[config.mk]
export PLATFORM = sky130hd
export DESIGN_NAME = tmc_core
export DESIGN_NICKNAME = d
export VERILOG_FILES = /design/src/hdl/tmc_pkg.sv /design/src/hdl/tmc_core.sv
export SDC_FILE = /design/constraint.sdc
export NUM_CORES = 1
export LEC_CHECK = 0
export ABC_CLOCK_PERIOD_IN_PS = 2950
export BUFFER_PORTS_ARGS = -buffer_cell sky130_fd_sc_hd__clkbuf_2
export CAP_MARGIN = 20
export CORE_AREA = 3 3 108 110
export CTS_CLUSTER_SIZE = 10
export DETAILED_ROUTE_END_ITERATION = 8
export DIE_AREA = 0 0 111 113
export HOLD_SLACK_MARGIN = 0.03
export PLACE_DENSITY = 0.74
export SKIP_CTS_REPAIR_TIMING = 1
export SYNTH_ARGS = -nofsm -noshare
export SYNTH_HDL_FRONTEND = slang
export SYNTH_SLANG_ARGS = --single-unit
[constraint.sdc]
create_clock -name CORE_CLK_IN -period 2.95 [get_ports CORE_CLK_IN]
set_clock_uncertainty 0.2 [all_clocks]
set_input_delay 0.1475 -clock CORE_CLK_IN [delete_from_list [all_inputs] [get_ports CORE_CLK_IN]]
set_output_delay 0.1475 -clock CORE_CLK_IN [all_outputs]
set_load 0.005 [all_outputs]
[src/hdl/tmc_pkg.sv]
// constants, types and state layout of the dual timer/counter
// How it works
// - two independent 16-bit timer/counters, each timer or event counter
// - basic mode chains low and high byte, low carry bumps high byte
// - run bit lets selected source increment low byte; clear freezes count, but timer 1 ignores its run bit while timer 0 is in mode 3
// - setting run bit keeps both count bytes unchanged
// - count bytes readable anytime; software stops timer before presetting
// - source select 0 counts peripheral cycles, 1 counts the count pin
// - timer mode increments once per six-clock peripheral cycle
// - count pin sampled each peripheral cycle; high then low counts one
// - edge recognition spans two peripheral cycles, max rate clock/12
// - gate clear: run alone enables; gate set: interrupt pin must be high
// - rollover from all ones to zero sets the overflow flag
// - timer 0 takes gate, source and mode from mode register low nibble
// - timer 0 uses control bits 0, 1, 4 and 5
// - timer 0 offers four modes, each as timer or counter
// - mode 0 is high byte behind a divide-by-32 low-byte prescaler
// - mode 2 reloads the 8-bit low byte from untouched high byte
// - timer 0 mode 3 splits; high byte times, borrows timer 1 run/flag
// - timer 1 in mode 3 halts and holds its count
package tmc_pkg;

  localparam int DATA_W = 32;
  localparam int ADR_W = 8;

  // byte addresses of the word registers
  localparam logic [7:0] ADR_CTRL = 8'h00;
  localparam logic [7:0] ADR_MODE = 8'h04;
  localparam logic [7:0] ADR_LOW0 = 8'h08;
  localparam logic [7:0] ADR_HIGH0 = 8'h0c;
  localparam logic [7:0] ADR_LOW1 = 8'h10;
  localparam logic [7:0] ADR_HIGH1 = 8'h14;

  // control register: per timer x, bit = base + stride * x
  localparam int CTRL_STRIDE = 2;
  localparam int CTRL_IT_BASE = 0;
  localparam int CTRL_IE_BASE = 1;
  localparam int CTRL_TR_BASE = 4;
  localparam int CTRL_TF_BASE = 5;

  // mode register: one nibble per timer
  localparam int MODE_NIB_W = 4;
  localparam int MODE_SEL_LSB = 0;
  localparam int MODE_SRC_POS = 2;
  localparam int MODE_GATE_POS = 3;

  localparam logic [7:0] CTRL_RST = 8'h00;
  localparam logic [7:0] MODE_RST = 8'h00;
  localparam logic [7:0] COUNT_RST = 8'h00;

  localparam logic [2:0] PER_CYCLE_CLKS = 3'h6;

  typedef enum logic [1:0] {
    TMC_MODE_13BIT = 2'b00,
    TMC_MODE_16BIT = 2'b01,
    TMC_MODE_RELOAD = 2'b10,
    TMC_MODE_SPLIT = 2'b11
  } tmc_mode_t;

  typedef struct packed {
    logic [7:0] lo;
    logic [7:0] hi;
    logic ovf;
  } tmc_step_t;

  typedef struct packed {
    logic [1:0][7:0] low;
    logic [1:0][7:0] high;
    logic [7:0] mode_reg;
    logic [7:0] ctrl_reg;
    logic [2:0] presc;
    logic [1:0] cnt_s1;
    logic [1:0] cnt_s2;
    logic [1:0] cnt_prev;
    logic [1:0] int_s1;
    logic [1:0] int_s2;
    logic [1:0] int_prev;
    logic ack;
    logic [31:0] rdata;
  } tmc_state_t;

endpackage : tmc_pkg

[src/hdl/tmc_core.sv]
// dual timer/counter core with a classic wishbone register slave
//
// Chosen here: the placing of the registers and register access over Wishbone.
module tmc_core (
  input wire logic CORE_CLK_IN, // 40 MHz core clock
  input wire logic RST_B_IN, // async reset, active low
  input wire logic CLK_EN_IN, // freezes all state while low
  input wire logic WB_CYC_IN, // wishbone cycle
  input wire logic WB_STB_IN, // wishbone strobe
  input wire logic WB_WE_IN, // wishbone write enable
  input wire logic [7:0] WB_ADR_IN, // wishbone byte address
  input wire logic [3:0] WB_SEL_IN, // wishbone byte selects
  input wire logic [31:0] WB_DAT_IN, // wishbone write data
  output logic [31:0] WB_DAT_OUT, // wishbone read data
  output logic WB_ACK_OUT, // wishbone acknowledge
  input wire logic [1:0] COUNT_PIN_IN, // external count pins, async
  input wire logic [1:0] EXT_INT_PIN_B_IN, // external irq pins, async
  input wire logic [3:0] IRQ_SERVICE_IN, // service: ext0,ovf0,ext1,ovf1
  output logic [1:0] OVF_FLAG_OUT, // overflow flags per timer
  output logic [1:0] EXT_FLAG_OUT // external irq flags per pin
);

  tmc_pkg::tmc_state_t st;
  tmc_pkg::tmc_state_t next_st;

  // one increment step of a timer pair in the given mode
  function automatic tmc_pkg::tmc_step_t tmc_step(
    input logic [1:0] mode,
    input logic [7:0] lo,
    input logic [7:0] hi,
    input logic inc
  );
    tmc_pkg::tmc_step_t r;
    r.lo = lo;
    r.hi = hi;
    r.ovf = 1'b0;
    if (inc) begin
      case (mode)
        tmc_pkg::TMC_MODE_13BIT: begin
          // upper three low bits never move
          r.lo[4:0] = lo[4:0] + 5'h01;
          if (lo[4:0] == 5'h1f) begin
            r.hi = hi + 8'h01;
            r.ovf = (hi == 8'hff);
          end
        end
        tmc_pkg::TMC_MODE_16BIT: begin
          r.lo = lo + 8'h01;
          if (lo == 8'hff) begin
            r.hi = hi + 8'h01;
            r.ovf = (hi == 8'hff);
          end
        end
        tmc_pkg::TMC_MODE_RELOAD: begin
          if (lo == 8'hff) begin
            r.lo = hi;
            r.ovf = 1'b1;
          end else begin
            r.lo = lo + 8'h01;
          end
        end
        default: begin
          // split mode: low byte is a plain 8-bit counter
          r.lo = lo + 8'h01;
          r.ovf = (lo == 8'hff);
        end
      endcase
    end
    return r;
  endfunction : tmc_step

  logic tick;
  logic req;
  logic wr_now;
  logic t0_split;
  logic [1:0] cnt_edge;
  logic [1:0] int_fall;
  logic [1:0] run;
  logic [1:0] inc;
  logic [1:0] set_tf;
  logic [1:0] set_ie;
  logic [3:0] nib0;
  logic [3:0] nib1;
  logic hi0_inc;
  logic [7:0] wbyte;
  logic [7:0] rbyte;
  tmc_pkg::tmc_step_t step0;
  tmc_pkg::tmc_step_t step1;

  always_comb begin
    next_st = st;
    req = WB_CYC_IN & WB_STB_IN;
    // writes land on the edge where the master sees ack
    wr_now = req & st.ack & WB_WE_IN & WB_SEL_IN[0];
    wbyte = WB_DAT_IN[7:0];
    nib0 = st.mode_reg[0 +: tmc_pkg::MODE_NIB_W];
    nib1 = st.mode_reg[tmc_pkg::MODE_NIB_W +: tmc_pkg::MODE_NIB_W];
    t0_split = (nib0[tmc_pkg::MODE_SEL_LSB +: 2] == tmc_pkg::TMC_MODE_SPLIT);

    // peripheral cycle of six core clocks
    tick = (st.presc == tmc_pkg::PER_CYCLE_CLKS - 3'h1);
    next_st.presc = tick ? 3'h0 : st.presc + 3'h1;

    // pin synchronisers; first stage feeds only the second
    next_st.cnt_s1 = COUNT_PIN_IN;
    next_st.cnt_s2 = st.cnt_s1;
    next_st.int_s1 = EXT_INT_PIN_B_IN;
    next_st.int_s2 = st.int_s1;
    next_st.int_prev = st.int_s2;
    if (tick) begin
      next_st.cnt_prev = st.cnt_s2;
    end
    // high sample then low sample one peripheral cycle apart
    cnt_edge = {2{tick}} & st.cnt_prev & ~st.cnt_s2;
    int_fall = st.int_prev & ~st.int_s2;

    // timer 1 run bit is lent to the split high byte
    run[0] = st.ctrl_reg[tmc_pkg::CTRL_TR_BASE];
    run[1] = t0_split ? 1'b1
      : st.ctrl_reg[tmc_pkg::CTRL_TR_BASE + tmc_pkg::CTRL_STRIDE];

    // gate lets the interrupt pin (high = permit) qualify run
    inc[0] = run[0]
      & (~nib0[tmc_pkg::MODE_GATE_POS] | st.int_s2[0])
      & (nib0[tmc_pkg::MODE_SRC_POS] ? cnt_edge[0] : tick);
    inc[1] = run[1]
      & (~nib1[tmc_pkg::MODE_GATE_POS] | st.int_s2[1])
      & (nib1[tmc_pkg::MODE_SRC_POS] ? cnt_edge[1] : tick)
      & (nib1[tmc_pkg::MODE_SEL_LSB +: 2]
      != tmc_pkg::TMC_MODE_SPLIT);

    step0 = tmc_step(nib0[tmc_pkg::MODE_SEL_LSB +: 2], st.low[0],
      st.high[0], inc[0]);
    step1 = tmc_step(nib1[tmc_pkg::MODE_SEL_LSB +: 2], st.low[1],
      st.high[1], inc[1]);

    next_st.low[0] = step0.lo;
    next_st.high[0] = step0.hi;
    next_st.low[1] = step1.lo;
    next_st.high[1] = step1.hi;
    set_tf[0] = step0.ovf;
    set_tf[1] = ~t0_split & step1.ovf;

    // split mode: high byte of timer 0 times peripheral cycles while the timer 1 run bit is set
    hi0_inc = t0_split & tick
      & st.ctrl_reg[tmc_pkg::CTRL_TR_BASE + tmc_pkg::CTRL_STRIDE];
    if (hi0_inc) begin
      next_st.high[0] = st.high[0] + 8'h01;
      if (st.high[0] == 8'hff) begin
        set_tf[1] = 1'b1;
      end
    end

    // external interrupt flags: edge or low level by type bit
    set_ie[0] = st.ctrl_reg[tmc_pkg::CTRL_IT_BASE] ? int_fall[0]
      : ~st.int_s2[0];
    set_ie[1] = st.ctrl_reg[tmc_pkg::CTRL_IT_BASE + tmc_pkg::CTRL_STRIDE]
      ? int_fall[1] : ~st.int_s2[1];

    // software write of the count bytes overrides counting
    if (wr_now) begin
      if (WB_ADR_IN[7:2] == tmc_pkg::ADR_LOW0[7:2]) begin
        next_st.low[0] = wbyte;
      end else if (WB_ADR_IN[7:2] == tmc_pkg::ADR_HIGH0[7:2]) begin
        next_st.high[0] = wbyte;
      end else if (WB_ADR_IN[7:2] == tmc_pkg::ADR_LOW1[7:2]) begin
        next_st.low[1] = wbyte;
      end else if (WB_ADR_IN[7:2] == tmc_pkg::ADR_HIGH1[7:2]) begin
        next_st.high[1] = wbyte;
      end else if (WB_ADR_IN[7:2] == tmc_pkg::ADR_MODE[7:2]) begin
        next_st.mode_reg = wbyte;
      end else if (WB_ADR_IN[7:2] == tmc_pkg::ADR_CTRL[7:2]) begin
        // run bit changes only the enable, counts stay put
        next_st.ctrl_reg = wbyte;
      end
    end

    // service clears first, so a same-cycle hardware set wins
    if (IRQ_SERVICE_IN[0]) begin
      next_st.ctrl_reg[tmc_pkg::CTRL_IE_BASE] = 1'b0;
    end
    if (IRQ_SERVICE_IN[1]) begin
      next_st.ctrl_reg[tmc_pkg::CTRL_TF_BASE] = 1'b0;
    end
    if (IRQ_SERVICE_IN[2]) begin
      next_st.ctrl_reg[tmc_pkg::CTRL_IE_BASE + tmc_pkg::CTRL_STRIDE] = 1'b0;
    end
    if (IRQ_SERVICE_IN[3]) begin
      next_st.ctrl_reg[tmc_pkg::CTRL_TF_BASE + tmc_pkg::CTRL_STRIDE] = 1'b0;
    end
    if (set_tf[0]) begin
      next_st.ctrl_reg[tmc_pkg::CTRL_TF_BASE] = 1'b1;
    end
    if (set_tf[1]) begin
      next_st.ctrl_reg[tmc_pkg::CTRL_TF_BASE + tmc_pkg::CTRL_STRIDE] = 1'b1;
    end
    if (set_ie[0]) begin
      next_st.ctrl_reg[tmc_pkg::CTRL_IE_BASE] = 1'b1;
    end
    if (set_ie[1]) begin
      next_st.ctrl_reg[tmc_pkg::CTRL_IE_BASE + tmc_pkg::CTRL_STRIDE] = 1'b1;
    end

    // read data captured as ack rises; unmapped reads give zero
    if (WB_ADR_IN[7:2] == tmc_pkg::ADR_CTRL[7:2]) begin
      rbyte = st.ctrl_reg;
    end else if (WB_ADR_IN[7:2] == tmc_pkg::ADR_MODE[7:2]) begin
      rbyte = st.mode_reg;
    end else if (WB_ADR_IN[7:2] == tmc_pkg::ADR_LOW0[7:2]) begin
      rbyte = st.low[0];
    end else if (WB_ADR_IN[7:2] == tmc_pkg::ADR_HIGH0[7:2]) begin
      rbyte = st.high[0];
    end else if (WB_ADR_IN[7:2] == tmc_pkg::ADR_LOW1[7:2]) begin
      rbyte = st.low[1];
    end else if (WB_ADR_IN[7:2] == tmc_pkg::ADR_HIGH1[7:2]) begin
      rbyte = st.high[1];
    end else begin
      rbyte = 8'h00;
    end
    next_st.ack = req & ~st.ack;
    if (req & ~st.ack) begin
      next_st.rdata = {24'h00_0000, rbyte};
    end
  end

  always_ff @(posedge CORE_CLK_IN or negedge RST_B_IN) begin
    if (!RST_B_IN) begin
      st.low <= {2{tmc_pkg::COUNT_RST}};
      st.high <= {2{tmc_pkg::COUNT_RST}};
      st.mode_reg <= tmc_pkg::MODE_RST;
      st.ctrl_reg <= tmc_pkg::CTRL_RST;
      st.presc <= 3'h0;
      st.cnt_s1 <= 2'h0;
      st.cnt_s2 <= 2'h0;
      st.cnt_prev <= 2'h0;
      // interrupt pins idle high, so no false fall after reset
      st.int_s1 <= 2'h3;
      st.int_s2 <= 2'h3;
      st.int_prev <= 2'h3;
      st.ack <= 1'b0;
      st.rdata <= 32'h0000_0000;
    end else if (CLK_EN_IN) begin
      st <= next_st;
    end
  end

  assign WB_DAT_OUT = st.rdata;
  assign WB_ACK_OUT = st.ack;
  assign OVF_FLAG_OUT = {
    st.ctrl_reg[tmc_pkg::CTRL_TF_BASE + tmc_pkg::CTRL_STRIDE],
    st.ctrl_reg[tmc_pkg::CTRL_TF_BASE]};
  assign EXT_FLAG_OUT = {
    st.ctrl_reg[tmc_pkg::CTRL_IE_BASE + tmc_pkg::CTRL_STRIDE],
    st.ctrl_reg[tmc_pkg::CTRL_IE_BASE]};

endmodule : tmc_core

Word level (Yosys, flattened, before mapping). Cells that the tools add are included.

Logic and storage cells: 171. Bits in registers: 72. Output and inout bits: 37. Bits of input ports: 58.

Bitwise operators: 31. Multiplexer cells: 57. Reductions and logical operators: 19. Eq/ne operators: 38. Add/subtract/negate cells: 7.

Operators by type and width (count): two-way mux 8 bit (20); inequality test 3 bit (second input constant) (20); two-way mux 16 bit (3); two-way mux 48 bit (1); AND reduction 8 bit (5); two-way mux 9 bit (4); two-way mux 17 bit (2); adder 8 x 1 -> 8 bit (second input constant) (4); equality test 8 bit (second input constant) (4); two-way mux 32 bit (1); case mux 8 bit (2 select lines) (2); nonzero test 3 bit (8); case mux 5 bit (2 select lines) (2); two-way mux 1 bit (17); AND 1 bit (13); equality test 6 x 2 -> 1 bit (second input constant) (2); equality test 6 x 3 -> 1 bit (second input constant) (2); case mux 3 bit (2 select lines) (2); inverter 1 bit (11); adder 5 x 1 -> 5 bit (second input constant) (2); equality test 5 bit (second input constant) (2); AND reduction 7 bit (1); AND 2 bit (3); equality test 2 bit (second input constant) (3); other kinds (12) (18).

Depth between registers and ports, before layout. Gate-level depths: netlist of the first run.

Word-level depth: 14. Mapped depth: 9. Gate-level depth less buffers: 8.

Least setup slack after synthesis of the first run. OpenSTA, ideal clock, no wires.

Path kind: reg2reg. From: reg st[88] (netlist name). To: reg st[78] (netlist name). Slack: 0.478 ns. Library setup time: 0.090 ns. Path buffers: 1. Data arrival time: 2.182 ns. Data required time: 2.660 ns. Stages on the path, launching flop included: 10. Clock period less this slack: 2.472 ns. Path through: dfrtp_1 > ha_1 > and3_1 > ha_1 > nand2b_1 > o31a_1 > or3_1 > clkbuf_2 > or4_1 > o2111ai_1.

Cells in the longest elaborated chain, start to end: 9.

Ends and longest elaborated chain: start: declaration (line tmc_core.sv:23) `tmc_pkg::tmc_state_t st;`; start signal: assignment (line tmc_core.sv:243) `st <= next_st;`; equality test 8 bit / equality test 5 bit (equally long branches) (line tmc_core.sv:49, tmc_core.sv:42); two-way mux 9 bit, on equally long branches (line tmc_core.sv:49, tmc_core.sv:42); case mux 8 bit (2 select lines) * (line tmc_core.sv:38) `case (mode)`; two-way mux 17 bit * (line tmc_core.sv:37) `if (inc) begin`; two-way mux 8 bit (line tmc_core.sv:168) `end else if (WB_ADR_IN[7:2] == tmc_pkg::ADR_HIGH1[7:2]) begin`; two-way mux 8 bit (line tmc_core.sv:166) `end else if (WB_ADR_IN[7:2] == tmc_pkg::ADR_LOW1[7:2]) begin`; two-way mux 8 bit (line tmc_core.sv:164) `end else if (WB_ADR_IN[7:2] == tmc_pkg::ADR_HIGH0[7:2]) begin`; two-way mux 32 bit (line tmc_core.sv:162) `if (WB_ADR_IN[7:2] == tmc_pkg::ADR_LOW0[7:2]) begin`; two-way mux 48 bit * (line tmc_core.sv:161) `if (wr_now) begin`.

Mark *: on every way between the ends. The rest lies on a longest branch, timed or not. The select of a mux whose other input is x is not followed. A chain may end at the register's enable or synchronous reset.

Worst setup path after layout of the first run. Ends and elaborated chain as after synthesis.

==> results of run 1 <==
-- flip-flops by register name (all words and copies together) (netlist names) --
register and cells:
EXT_FLAG_OUT 2, nib1 4, WB_ACK_OUT 1, WB_DAT_OUT 8, nib0 4, OVF_FLAG_OUT 2, run 1, st 44
next_st 6
-- synth_stat cells, types with 12 or more instances --
library cell,instances
a21oi_1,17
buf_4,36
clkbuf_1,18
dfrtp_1,66
inv_1,20
mux2_2,25
mux2i_1,12
nand2_1,54
nand3_1,22
nand4_1,12
nor2_1,24
nor3_1,19
o21ai_0,27
o22ai_1,16
-- cell usage in the layout (no fill, tap or decap), types with 3 or more instances in the layout --
cell type / netlist / layout
nor2_1: 24 / 24
a211o_1: 3 / 3
ha_1: 6 / 6
a31oi_1: 5 / 5
nor3_1: 19 / 19
conb_1: 1 / 24
o221a_2: 3 / 3
o221ai_1: 9 / 9
and2_1: 3 / 3
o31ai_1: 3 / 3
inv_1: 20 / 20
clkbuf_2: 1 / 40
o21ai_0: 27 / 27
nand2b_1: 8 / 8
nor2b_1: 4 / 4
bufinv_16: 0 / 3
a2bb2oi_1: 7 / 7
a211oi_1: 6 / 6
and4_1: 4 / 4
nand4_1: 12 / 12
a21oi_1: 17 / 17
o2111ai_1: 4 / 4
o211ai_1: 8 / 8
nor4_1: 9 / 9
dfrtp_1: 66 / 66
a22o_1: 10 / 10
clkbuf_8: 0 / 10
nand3_1: 22 / 22
buf_4: 36 / 15
dlygate4sd3_1: 0 / 14
and3_1: 8 / 8
clkbuf_1: 18 / 3
o22ai_1: 16 / 16
nand2_1: 54 / 54
mux2i_1: 12 / 12
mux2_2: 25 / 25
a311oi_1: 3 / 3
o2bb2ai_1: 4 / 4
dfstp_2: 6 / 6
o311ai_0: 3 / 3
-- worst max path at each step --
stage	start	endpoint	slack, ns	cells after the start
2_1_floorplan	st[88]$_DFFE_PN0P_	st[78]$_DFFE_PN0P_	0.48	9
4_1_cts	st[88]$_DFFE_PN0P_	st[78]$_DFFE_PN0P_	0.27	8
3_3_place_gp	st[88]$_DFFE_PN0P_	st[78]$_DFFE_PN0P_	0.35	8
5_1_grt	st[88]$_DFFE_PN0P_	st[77]$_DFFE_PN0P_	0.06	8
3_5_place_dp	st[88]$_DFFE_PN0P_	st[78]$_DFFE_PN0P_	0.28	8
6_report	st[88]$_DFFE_PN0P_	st[78]$_DFFE_PN0P_	0.24	8
-- critical path, delay by kind of cell (launching register included) --
| kind | cells | cell delay, ns |
|---|---|---|
| simple gates | 4 | 1.29 |
| compound gates | 2 | 0.27 |
| flops | 1 | 0.45 |
| fa+ha+maj | 2 | 0.44 |
-- per-stage QoR --
step	setup WS (ns)	util (%)	instance area [um^2]	hold WS (ns)	cells
2_1_floorplan	0.478	-	4930	-0.348	562
3_5_place_dp	0.283	47.2	5090	0.0161	697
5_1_grt	0.0582	50.7	5470	0.0462	727
3_3_place_gp	0.353	47.2	5090	0.00365	697
4_1_cts	0.275	49.4	5330	-0.361	713
6_report	0.236	50.7	5470	0.0158	727
-- power by group through the flow --
stage               Combinational (W)  Sequential [W]  Clock [W]
floorplan                    0.000207         0.00113          0
finish                       0.000300         0.00113   0.000975
CTS                          0.000286         0.00113   0.000979
global placement             0.000272         0.00114          0
global route                 0.000331         0.00114    0.00102
detailed placement           0.000284         0.00115          0
-- layer usage --
layer | share of wire (%) | track usage [%] | vias to the layer above
met4 | 2.9 | 10.6 | 0
met1 | 42 | 32.5 | 2237
li1 | - | - | 2084
met5 | 0 | 0 | -
met2 | 45 | 34.2 | 287
met3 | 10 | 4.76 | 35
-- area by class of cell --
cell class	count	area, um^2	area share [%]
repair buffers	72	498	9.11
multi-input cells	407	2670	48.9
flip-flops and latches	72	1810	33.1
clock inverters	3	90.1	1.65
inverters	20	75.1	1.37
clock buffers	13	149	2.72
well taps	140	175	3.20
-- logic make-up after synthesis --
| family | Yosys count | share of synthesized area [%] |
|---|---|---|
| mux | 37 | 8.29 |
| fa+ha+maj | 6 | 1.55 |
| other cells | 1 | 0.0774 |
| flops | 72 | 37.3 |
| compound gates | 153 | 23.2 |
| buf+inv | 83 | 9.32 |
| simple gates | 184 | 19.7 |
| xor+xnor | 3 | 0.542 |
==> results.yml, run 1 <==
sta:
  fmax_mhz: 368
  setup_viol: 0
  min_period_over_period_pct: 92.0
  period_needed_ns: 2.71
  setup-tns-final_ns: 0
  tightest_slew_ns: 0.745
  relSlewSlack_pct: 49.9
  hold_viol: 0
  rsz0062_at_grt: "no"
  drv_slew: 0
yosys:
  syn_avg_cell_area_um2: 8.99
  synth_cell_types: 74
  synth-seq-cells: 72
  yosys-top-cells-area: "dfrtp_1 (34%), mux2_2 (5.8%), buf_4 (5.6%)"
  ys_async_sr_fraction_pct: 100
  synth-main-ff-cell: "dfrtp_1"
  ys_warn_count: 0
  netlist_area_um2: 4850
  synth_edf_count: 0
  synth_area_leader_cell: "dfrtp_1"
  synthCells: 539
  ys_seq_area_share_pct: 37.3
  synth.top_cell.area_share_pct: 34.1
floorplanning:
  die-width_um: 111
  core_area_um2: 10800
  fp.dieArea_um2: 12500
  pin_count: 95
  die_y_um: 113
  initial_core_util_pct: 44.9
  std_cell_rows: 38
critical_path:
  critPathCaptureType: "flop"
  required_ns: 3.02
  reg2reg_slack_ns: 0.24
  cpMaxStageDelayCell: "or4_1"
  cpPeakStageDelay_ns: 0.56
  crit_chain: "ha_1, and3_1, ha_1, nand2b_1, o31a_1, or3_1, or4_1, o2111ai_1"
  crit_type: "flop to flop"
  cp.arrival_ns: 2.79
  rr_endpoint: "st[78]$_DFFE_PN0P_"
  cp_common_cell: "ha_1"
  r2r_cells: 8
  crit_fanout: 6
  regToRegStartpoint: "st[88]$_DFFE_PN0P_"
  start_kind: "flop"
min_path:
  min_to: "OVF_FLAG_OUT[0]$_DFFE_PN0P_"
  whs_path_depth: 3
  hp-start: "IRQ_SERVICE_IN[1]"
  hold_class: "input port to flop"
cts:
  clockBufferDepth: 2
  path_clk_slew_ns: 0.09
  clock-sinks: 72
  cts_root_buf: "clkbuf_8"
  clkLatencyLatePin_ns: 0.35
  cts_buffers: 9
  h-tree-depth: 3
  cts_tree: "built"
power_and_ir_drop:
  power_switching_w: 0.000618
  power_density_nw_per_um2: 439
  vdd.ir_drop.worst_v: 0.000287
  clkPwrFrac_pct: 40.6
  combPwrFrac_pct: 12.5
  swShare_pct: 25.7
  finalPower_w: 0.00240
  p_leak_nw: 2.31
  p_seq_share_pct: 46.9
  power.internal_w: 0.00178
final_layout:
  diodes: 0
  fillers: 998
  drive_gt1_share_pct: 19.3
  syn2layout_area_growth_pct: 12.8
  layout.nets: 646
outcome:
  status: "completed"
detailed_routing:
  vias: 4643
  avgRoutedWirePerCell_um: 19.9
  dr.pass1.iters: 7
  drc: 0
  avgViaCountPerCell: 6.39
  routed_wl_um: 14500
  antenna_left: 0
  drt_iter0_drc: 556
grt:
  antenna_found_initial: 0
  grt_pass1_wl_um: 23100
  globalRouteOverflowTotal: 0
  grt_pass1_vias: 4371
  grt_max_degree: 73
  grt_usage_pct: 23.0
placement:
  gp_congestion: 1.01
  hpwl_um: 10500
  numPortBuffers: 41
job:
  cap_violations: 0
Power figures use the tool's default switching activity.
==> run 2, diff against run 1 <==
--- a/config.mk
+++ b/config.mk
@@ -13,8 +13,9 @@
 export DETAILED_ROUTE_END_ITERATION = 8
 export DIE_AREA = 0 0 111 113
 export HOLD_SLACK_MARGIN = 0.03
-export PLACE_DENSITY = 0.74
+export PLACE_DENSITY = 0.66
 export SKIP_CTS_REPAIR_TIMING = 1
 export SYNTH_ARGS = -nofsm -noshare
 export SYNTH_HDL_FRONTEND = slang
 export SYNTH_SLANG_ARGS = --single-unit
+export TNS_END_PERCENT = 10
==> run 2 against run 1 <==
Worst setup slack improved by 0.011 ns. Wire length increased by 0.43%. Combinational power fell by 2%. Clock power shrank 17%. Worst hold slack lost 0.0099 ns. Via count is 0.24% lower. Critical endpoint unchanged. Highest routed layer unchanged.
==> results.yml, run 2 (synthesis gave the netlist of run 1 again) <==
outcome:
  status: "completed"
cts:
  cts_root_buf: "clkbuf_8"
  clock-sinks: 72
  path_clk_slew_ns: 0.09
  h-tree-depth: 3
  cts_tree: "built"
  cts_buffers: 9
  clkLatencyLatePin_ns: 0.36
  clockBufferDepth: 2
placement:
  hpwl_um: 10600
  numPortBuffers: 41
  gp_congestion: 0.970
  placed_area_um2: 5070
  place_inst: 698
sta:
  relSlewSlack_pct: 37.5
  period_needed_ns: 2.70
  drv_slew: 0
  setup-tns-final_ns: 0
  setup_viol: 0
  min_period_over_period_pct: 91.6
  fmax_mhz: 370
  rsz0062_at_grt: "no"
  hold_viol: 0
  tightest_slew_ns: 0.937
floorplanning:
  std_cell_rows: 38
  core_area_um2: 10800
  die-width_um: 111
  die_y_um: 113
  pin_count: 95
  fp.dieArea_um2: 12500
  initial_core_util_pct: 44.9
power_and_ir_drop:
  p_leak_nw: 2.28
  vdd.ir_drop.worst_v: 0.000299
  power_density_nw_per_um2: 411
final_layout:
  top_register: "st"
  multi_input_area_um2: 2670
  largest_register_ffs: 44
  fillers: 1030
  final_area_um2: 5420
  final_util_pct: 50.2
  final_cell_mix: "dfrtp_1 (66), nand2_1 (54), clkbuf_2 (40), o21ai_0 (27), mux2_2 (25)"
  diodes: 0
  drive_gt1_share_pct: 19.9
  layout.nets: 648
  syn2layout_area_growth_pct: 11.8
  stdcell_count: 729
  register_area_um2: 1810
  final_common_cell: "dfrtp_1"
detailed_routing:
  avgRoutedWirePerCell_um: 20.0
  avgViaCountPerCell: 6.35
  routed_wl_um: 14600
  drc: 0
  drt_iter0_drc: 535
  antenna_left: 0
  vias: 4632
  dr.pass1.iters: 6
critical_path:
  crit_chain: "ha_1, and3_1, ha_1, nand2b_1, o31a_1, or3_1, or4_1, o2111ai_1"
  start_kind: "flop"
  crit_type: "flop to flop"
  path_buf_inv: 0
  crit_fanout: 6
  cp_common_cell: "ha_1"
  cp.arrival_ns: 2.78
  cp_top_family: "simple AND/OR/NAND/NOR gates"
  cpMaxStageDelayCell: "or4_1"
  required_ns: 3.03
  cpPeakStageDelay_ns: 0.55
  critPathCaptureType: "flop"
grt:
  grt_max_degree: 73
  antenna_found_initial: 0
  grt_pass1_vias: 4293
  grt_pass1_wl_um: 23200
  globalRouteOverflowTotal: 0
  grt_usage_pct: 23.3
min_path:
  hold_class: "input port to flop"
job:
  cap_violations: 0
==> run 2: cell types whose count changed in the layout (fill, tap and decap cells not counted), sizes merged <==
| cell | delta |
|---|---|
| buf | +1 |
| bufinv | -2 |
| clkbuf | -4 |
| clkinv | +4 |
| clkinvlp | +2 |
| dlygate4sd3 | +1 |
==> run 2: path summary, 6_finish.rpt <==
check | from | to | slack (ns) | cells past startpoint
worst max-delay path | st[88]$_DFFE_PN0P_ | st[78]$_DFFE_PN0P_ | 0.25 | 8
worst min-delay path | IRQ_SERVICE_IN[1] | OVF_FLAG_OUT[0]$_DFFE_PN0P_ | 0.006 | 3
worst max register to register | st[88]$_DFFE_PN0P_ | st[78]$_DFFE_PN0P_ | 0.25 | 8
worst min register to register | st[34]$_DFFE_PN1P_ | st[34]$_DFFE_PN1P_ | 0.29 | 2
max in group asynchronous | RST_B_IN | st[48]$_DFFE_PN0P_ | 1.68 | 2
min in group asynchronous | RST_B_IN | st[47]$_DFFE_PN0P_ | 0.26 | 2
==> run 2: per-layer routing <==
| metal | up-vias | track usage, % | routed length (um) |
|---|---|---|---|
| met1 | 2245 | 33.8 | 6340 |
| li1 | 2086 | - | - |
| met4 | 0 | 10.1 | 426 |
| met2 | 265 | 34.4 | 6510 |
| met3 | 36 | 4.01 | 1280 |
| met5 | - | 0 | 0 |
==> run 2: metrics by stage <==
stage          setup WS, ns  power [W]  hold WS (ns)
2_1_floorplan         0.478    0.00133        -0.348
3_3_place_gp          0.331    0.00141         0.147
3_5_place_dp          0.287    0.00142         0.155
4_1_cts               0.283    0.00223        -0.238
5_1_grt               0.122    0.00232        0.0418
6_report              0.247    0.00223       0.00590
==> run 2: tightest hold or removal path, cell delays in order <==
cell	delay, ns
clkbuf_2	0.11
o21ai_0	0.16
a211o_1	0.12
==> run 2: power by group <==
| group | internal, W | leakage [nW] | switching [W] |
|---|---|---|---|
| registers | 0.00107 | 0.896 | 0.0000617 |
| clock network | 0.000390 | 0.0952 | 0.000417 |
| logic | 0.000127 | 1.29 | 0.000166 |
==> run 2: layout make-up <==
type                       instances  area share (%)
multi-input combinational        407            49.3
sequential                        72            33.4
timing repair buffer              74            9.09
tap                              140            3.23
clock buffer                       9            2.28
inverter                          20            1.38
clock inverter                     7            1.34
==> run 3, diff against run 2 <==
--- a/config.mk
+++ b/config.mk
@@ -5,7 +5,7 @@
 export SDC_FILE = /design/constraint.sdc
 export NUM_CORES = 1
 export LEC_CHECK = 0
-export ABC_CLOCK_PERIOD_IN_PS = 2950
+export ABC_CLOCK_PERIOD_IN_PS = 3400
 export BUFFER_PORTS_ARGS = -buffer_cell sky130_fd_sc_hd__clkbuf_2
 export CAP_MARGIN = 20
 export CORE_AREA = 3 3 108 110
==> constraint.sdc (replaced) <==
create_clock -name CORE_CLK_IN -period 3.4 [get_ports CORE_CLK_IN]
set_clock_uncertainty 0.2 [all_clocks]
set_input_delay 0.17 -clock CORE_CLK_IN [delete_from_list [all_inputs] [get_ports CORE_CLK_IN]]
set_output_delay 0.17 -clock CORE_CLK_IN [all_outputs]
set_load 0.005 [all_outputs]
==> run 3 against run 2 <==
Worst setup slack better by 0.45 ns. Sequential share of layout area up 0.22 points. Fmax decreased by 0.18%. Count of clock-buffer cells in the layout unchanged. Combinational power decreased by 15%. Wire length down 1.2%. Non-clock buffer count fell by 11. Clock power rose by 2%. Final cell count shrank 1.5%. Via count decreased by 1.4%. Global-route usage decreased by 0.35 points. Flip-flop and latch count stayed put. Critical endpoint unchanged. Largest cell class unchanged.
==> results.yml, run 3 (synthesis gave the netlist of run 1 again) <==
critical_path:
  required_ns: 3.48
  cp_common_cell: "ha_1"
  cp.arrival_ns: 2.79
  cpPeakStageDelay_ns: 0.55
  crit_type: "flop to flop"
  crit_chain: "ha_1, and3_1, ha_1, nand2b_1, o31a_1, or3_1, or4_1, o2111ai_1"
  crit_fanout: 6
  cpMaxStageDelayCell: "or4_1"
  critPathCaptureType: "flop"
  start_kind: "flop"
final_layout:
  final_cell_mix: "dfrtp_1 (66), nand2_1 (54), clkbuf_2 (40), o21ai_0 (27), mux2_2 (25)"
  final_area_um2: 5390
  final_util_pct: 49.9
  drive_gt1_share_pct: 18.5
  diodes: 0
  top_register: "st"
  layout.nets: 637
  largest_register_ffs: 44
  syn2layout_area_growth_pct: 11.1
  final_common_cell: "dfrtp_1"
detailed_routing:
  drc: 0
  dr_wl_met3_um: 1310
  routed.top_layer: "met4"
  vias: 4565
  wl_met2_um: 6190
  met1_length_um: 6380
  drt_iter0_drc: 441
  avgViaCountPerCell: 6.36
  routed_wl_um: 14400
  dr.pass1.iters: 5
  antenna_left: 0
  avgRoutedWirePerCell_um: 20.0
floorplanning:
  std_cell_rows: 38
  fp.dieArea_um2: 12500
  core_area_um2: 10800
  die_y_um: 113
  initial_core_util_pct: 44.9
  pin_count: 95
  die-width_um: 111
job:
  cap_violations: 0
cts:
  path_clk_slew_ns: 0.08
  clockBufferDepth: 2
  clock-sinks: 72
  cts_buffers: 9
  cts_tree: "built"
  h-tree-depth: 3
  cts_root_buf: "clkbuf_8"
  clkLatencyLatePin_ns: 0.36
sta:
  relSlewSlack_pct: 36.8
  tightest_slew_ns: 0.948
  period_needed_ns: 2.71
  min_period_over_period_pct: 79.6
  fmax_mhz: 369
  setup-tns-final_ns: 0
  setup_viol: 0
  rsz0062_at_grt: "no"
  hold_viol: 0
  drv_slew: 0
  layout_setup_ws_ns: 0.692
power_and_ir_drop:
  p_leak_nw: 2.26
  power_density_nw_per_um2: 381
  vdd.ir_drop.worst_v: 0.000238
outcome:
  status: "completed"
placement:
  dp_slack_ns: 0.716
  gp_congestion: 0.941
  hpwl_um: 10400
  numPortBuffers: 41
  placed_area_um2: 5010
grt:
  grt_max_degree: 73
  globalRouteOverflowTotal: 0
  grt_pass1_wl_um: 22700
  grt_pass1_vias: 4216
  antenna_found_initial: 0
  grt_usage_pct: 23.0
min_path:
  hold_class: "input port to flop"
==> run 3: worst max-delay path: cells and delay by family, from the launching register on <==
kind | cells | cell delay [ns]
flops | 1 | 0.44
compound gates | 2 | 0.29
simple gates | 4 | 1.29
fa+ha+maj | 2 | 0.42
==> run 3: final timing paths <==
| check | from | to | slack (ns) | cells past startpoint |
|---|---|---|---|---|
| setup / recovery | st[88]$_DFFE_PN0P_ | st[78]$_DFFE_PN0P_ | 0.69 | 8 |
| hold / removal | WB_DAT_IN[1] | nib0[1]$_DFFE_PN0P_ | 0.03 | 2 |
| setup reg to reg | st[88]$_DFFE_PN0P_ | st[78]$_DFFE_PN0P_ | 0.69 | 8 |
| hold reg to reg | WB_DAT_OUT[2]$_DFFE_PN0P_ | WB_DAT_OUT[2]$_DFFE_PN0P_ | 0.29 | 2 |
| max in group asynchronous | RST_B_IN | st[95]$_DFFE_PN0P_ | 2.10 | 2 |
| min in group asynchronous | RST_B_IN | st[45]$_DFFE_PN0P_ | 0.30 | 2 |
==> run 3: area by class of cell <==
| type | count | area (um^2) |
|---|---|---|
| clock buffer | 9 | 124 |
| clock inverter | 7 | 110 |
| fill | 1017 | 5410 |
| inverter | 20 | 75.1 |
| multi-input combinational | 407 | 2670 |
| sequential | 72 | 1810 |
| tap | 140 | 175 |
| timing repair buffer | 63 | 420 |
==> run 3: through the flow <==
step	power (W)	hold WS [ns]	std cells
6_report	0.00205	0.0340	718
5_1_grt	0.00214	0.0398	718
4_1_cts	0.00206	-0.219	704
3_5_place_dp	0.00123	0.181	688
3_3_place_gp	0.00122	0.175	688
2_1_floorplan	0.00116	-0.326	562
==> run 3: metal layers <==
metal,GRT usage [%],vias to the layer above
met4,10.8,0
li1,-,2066
met2,33.4,255
met3,5.29,44
met1,32.5,2200
met5,0,-
==> run 3: where the power goes <==
part	total, W	internal (W)	leakage [nW]	switching [W]
clock network	0.000822	0.000482	0.123	0.000340
logic	0.000250	0.000109	1.24	0.000142
registers	0.000978	0.000925	0.896	0.0000536
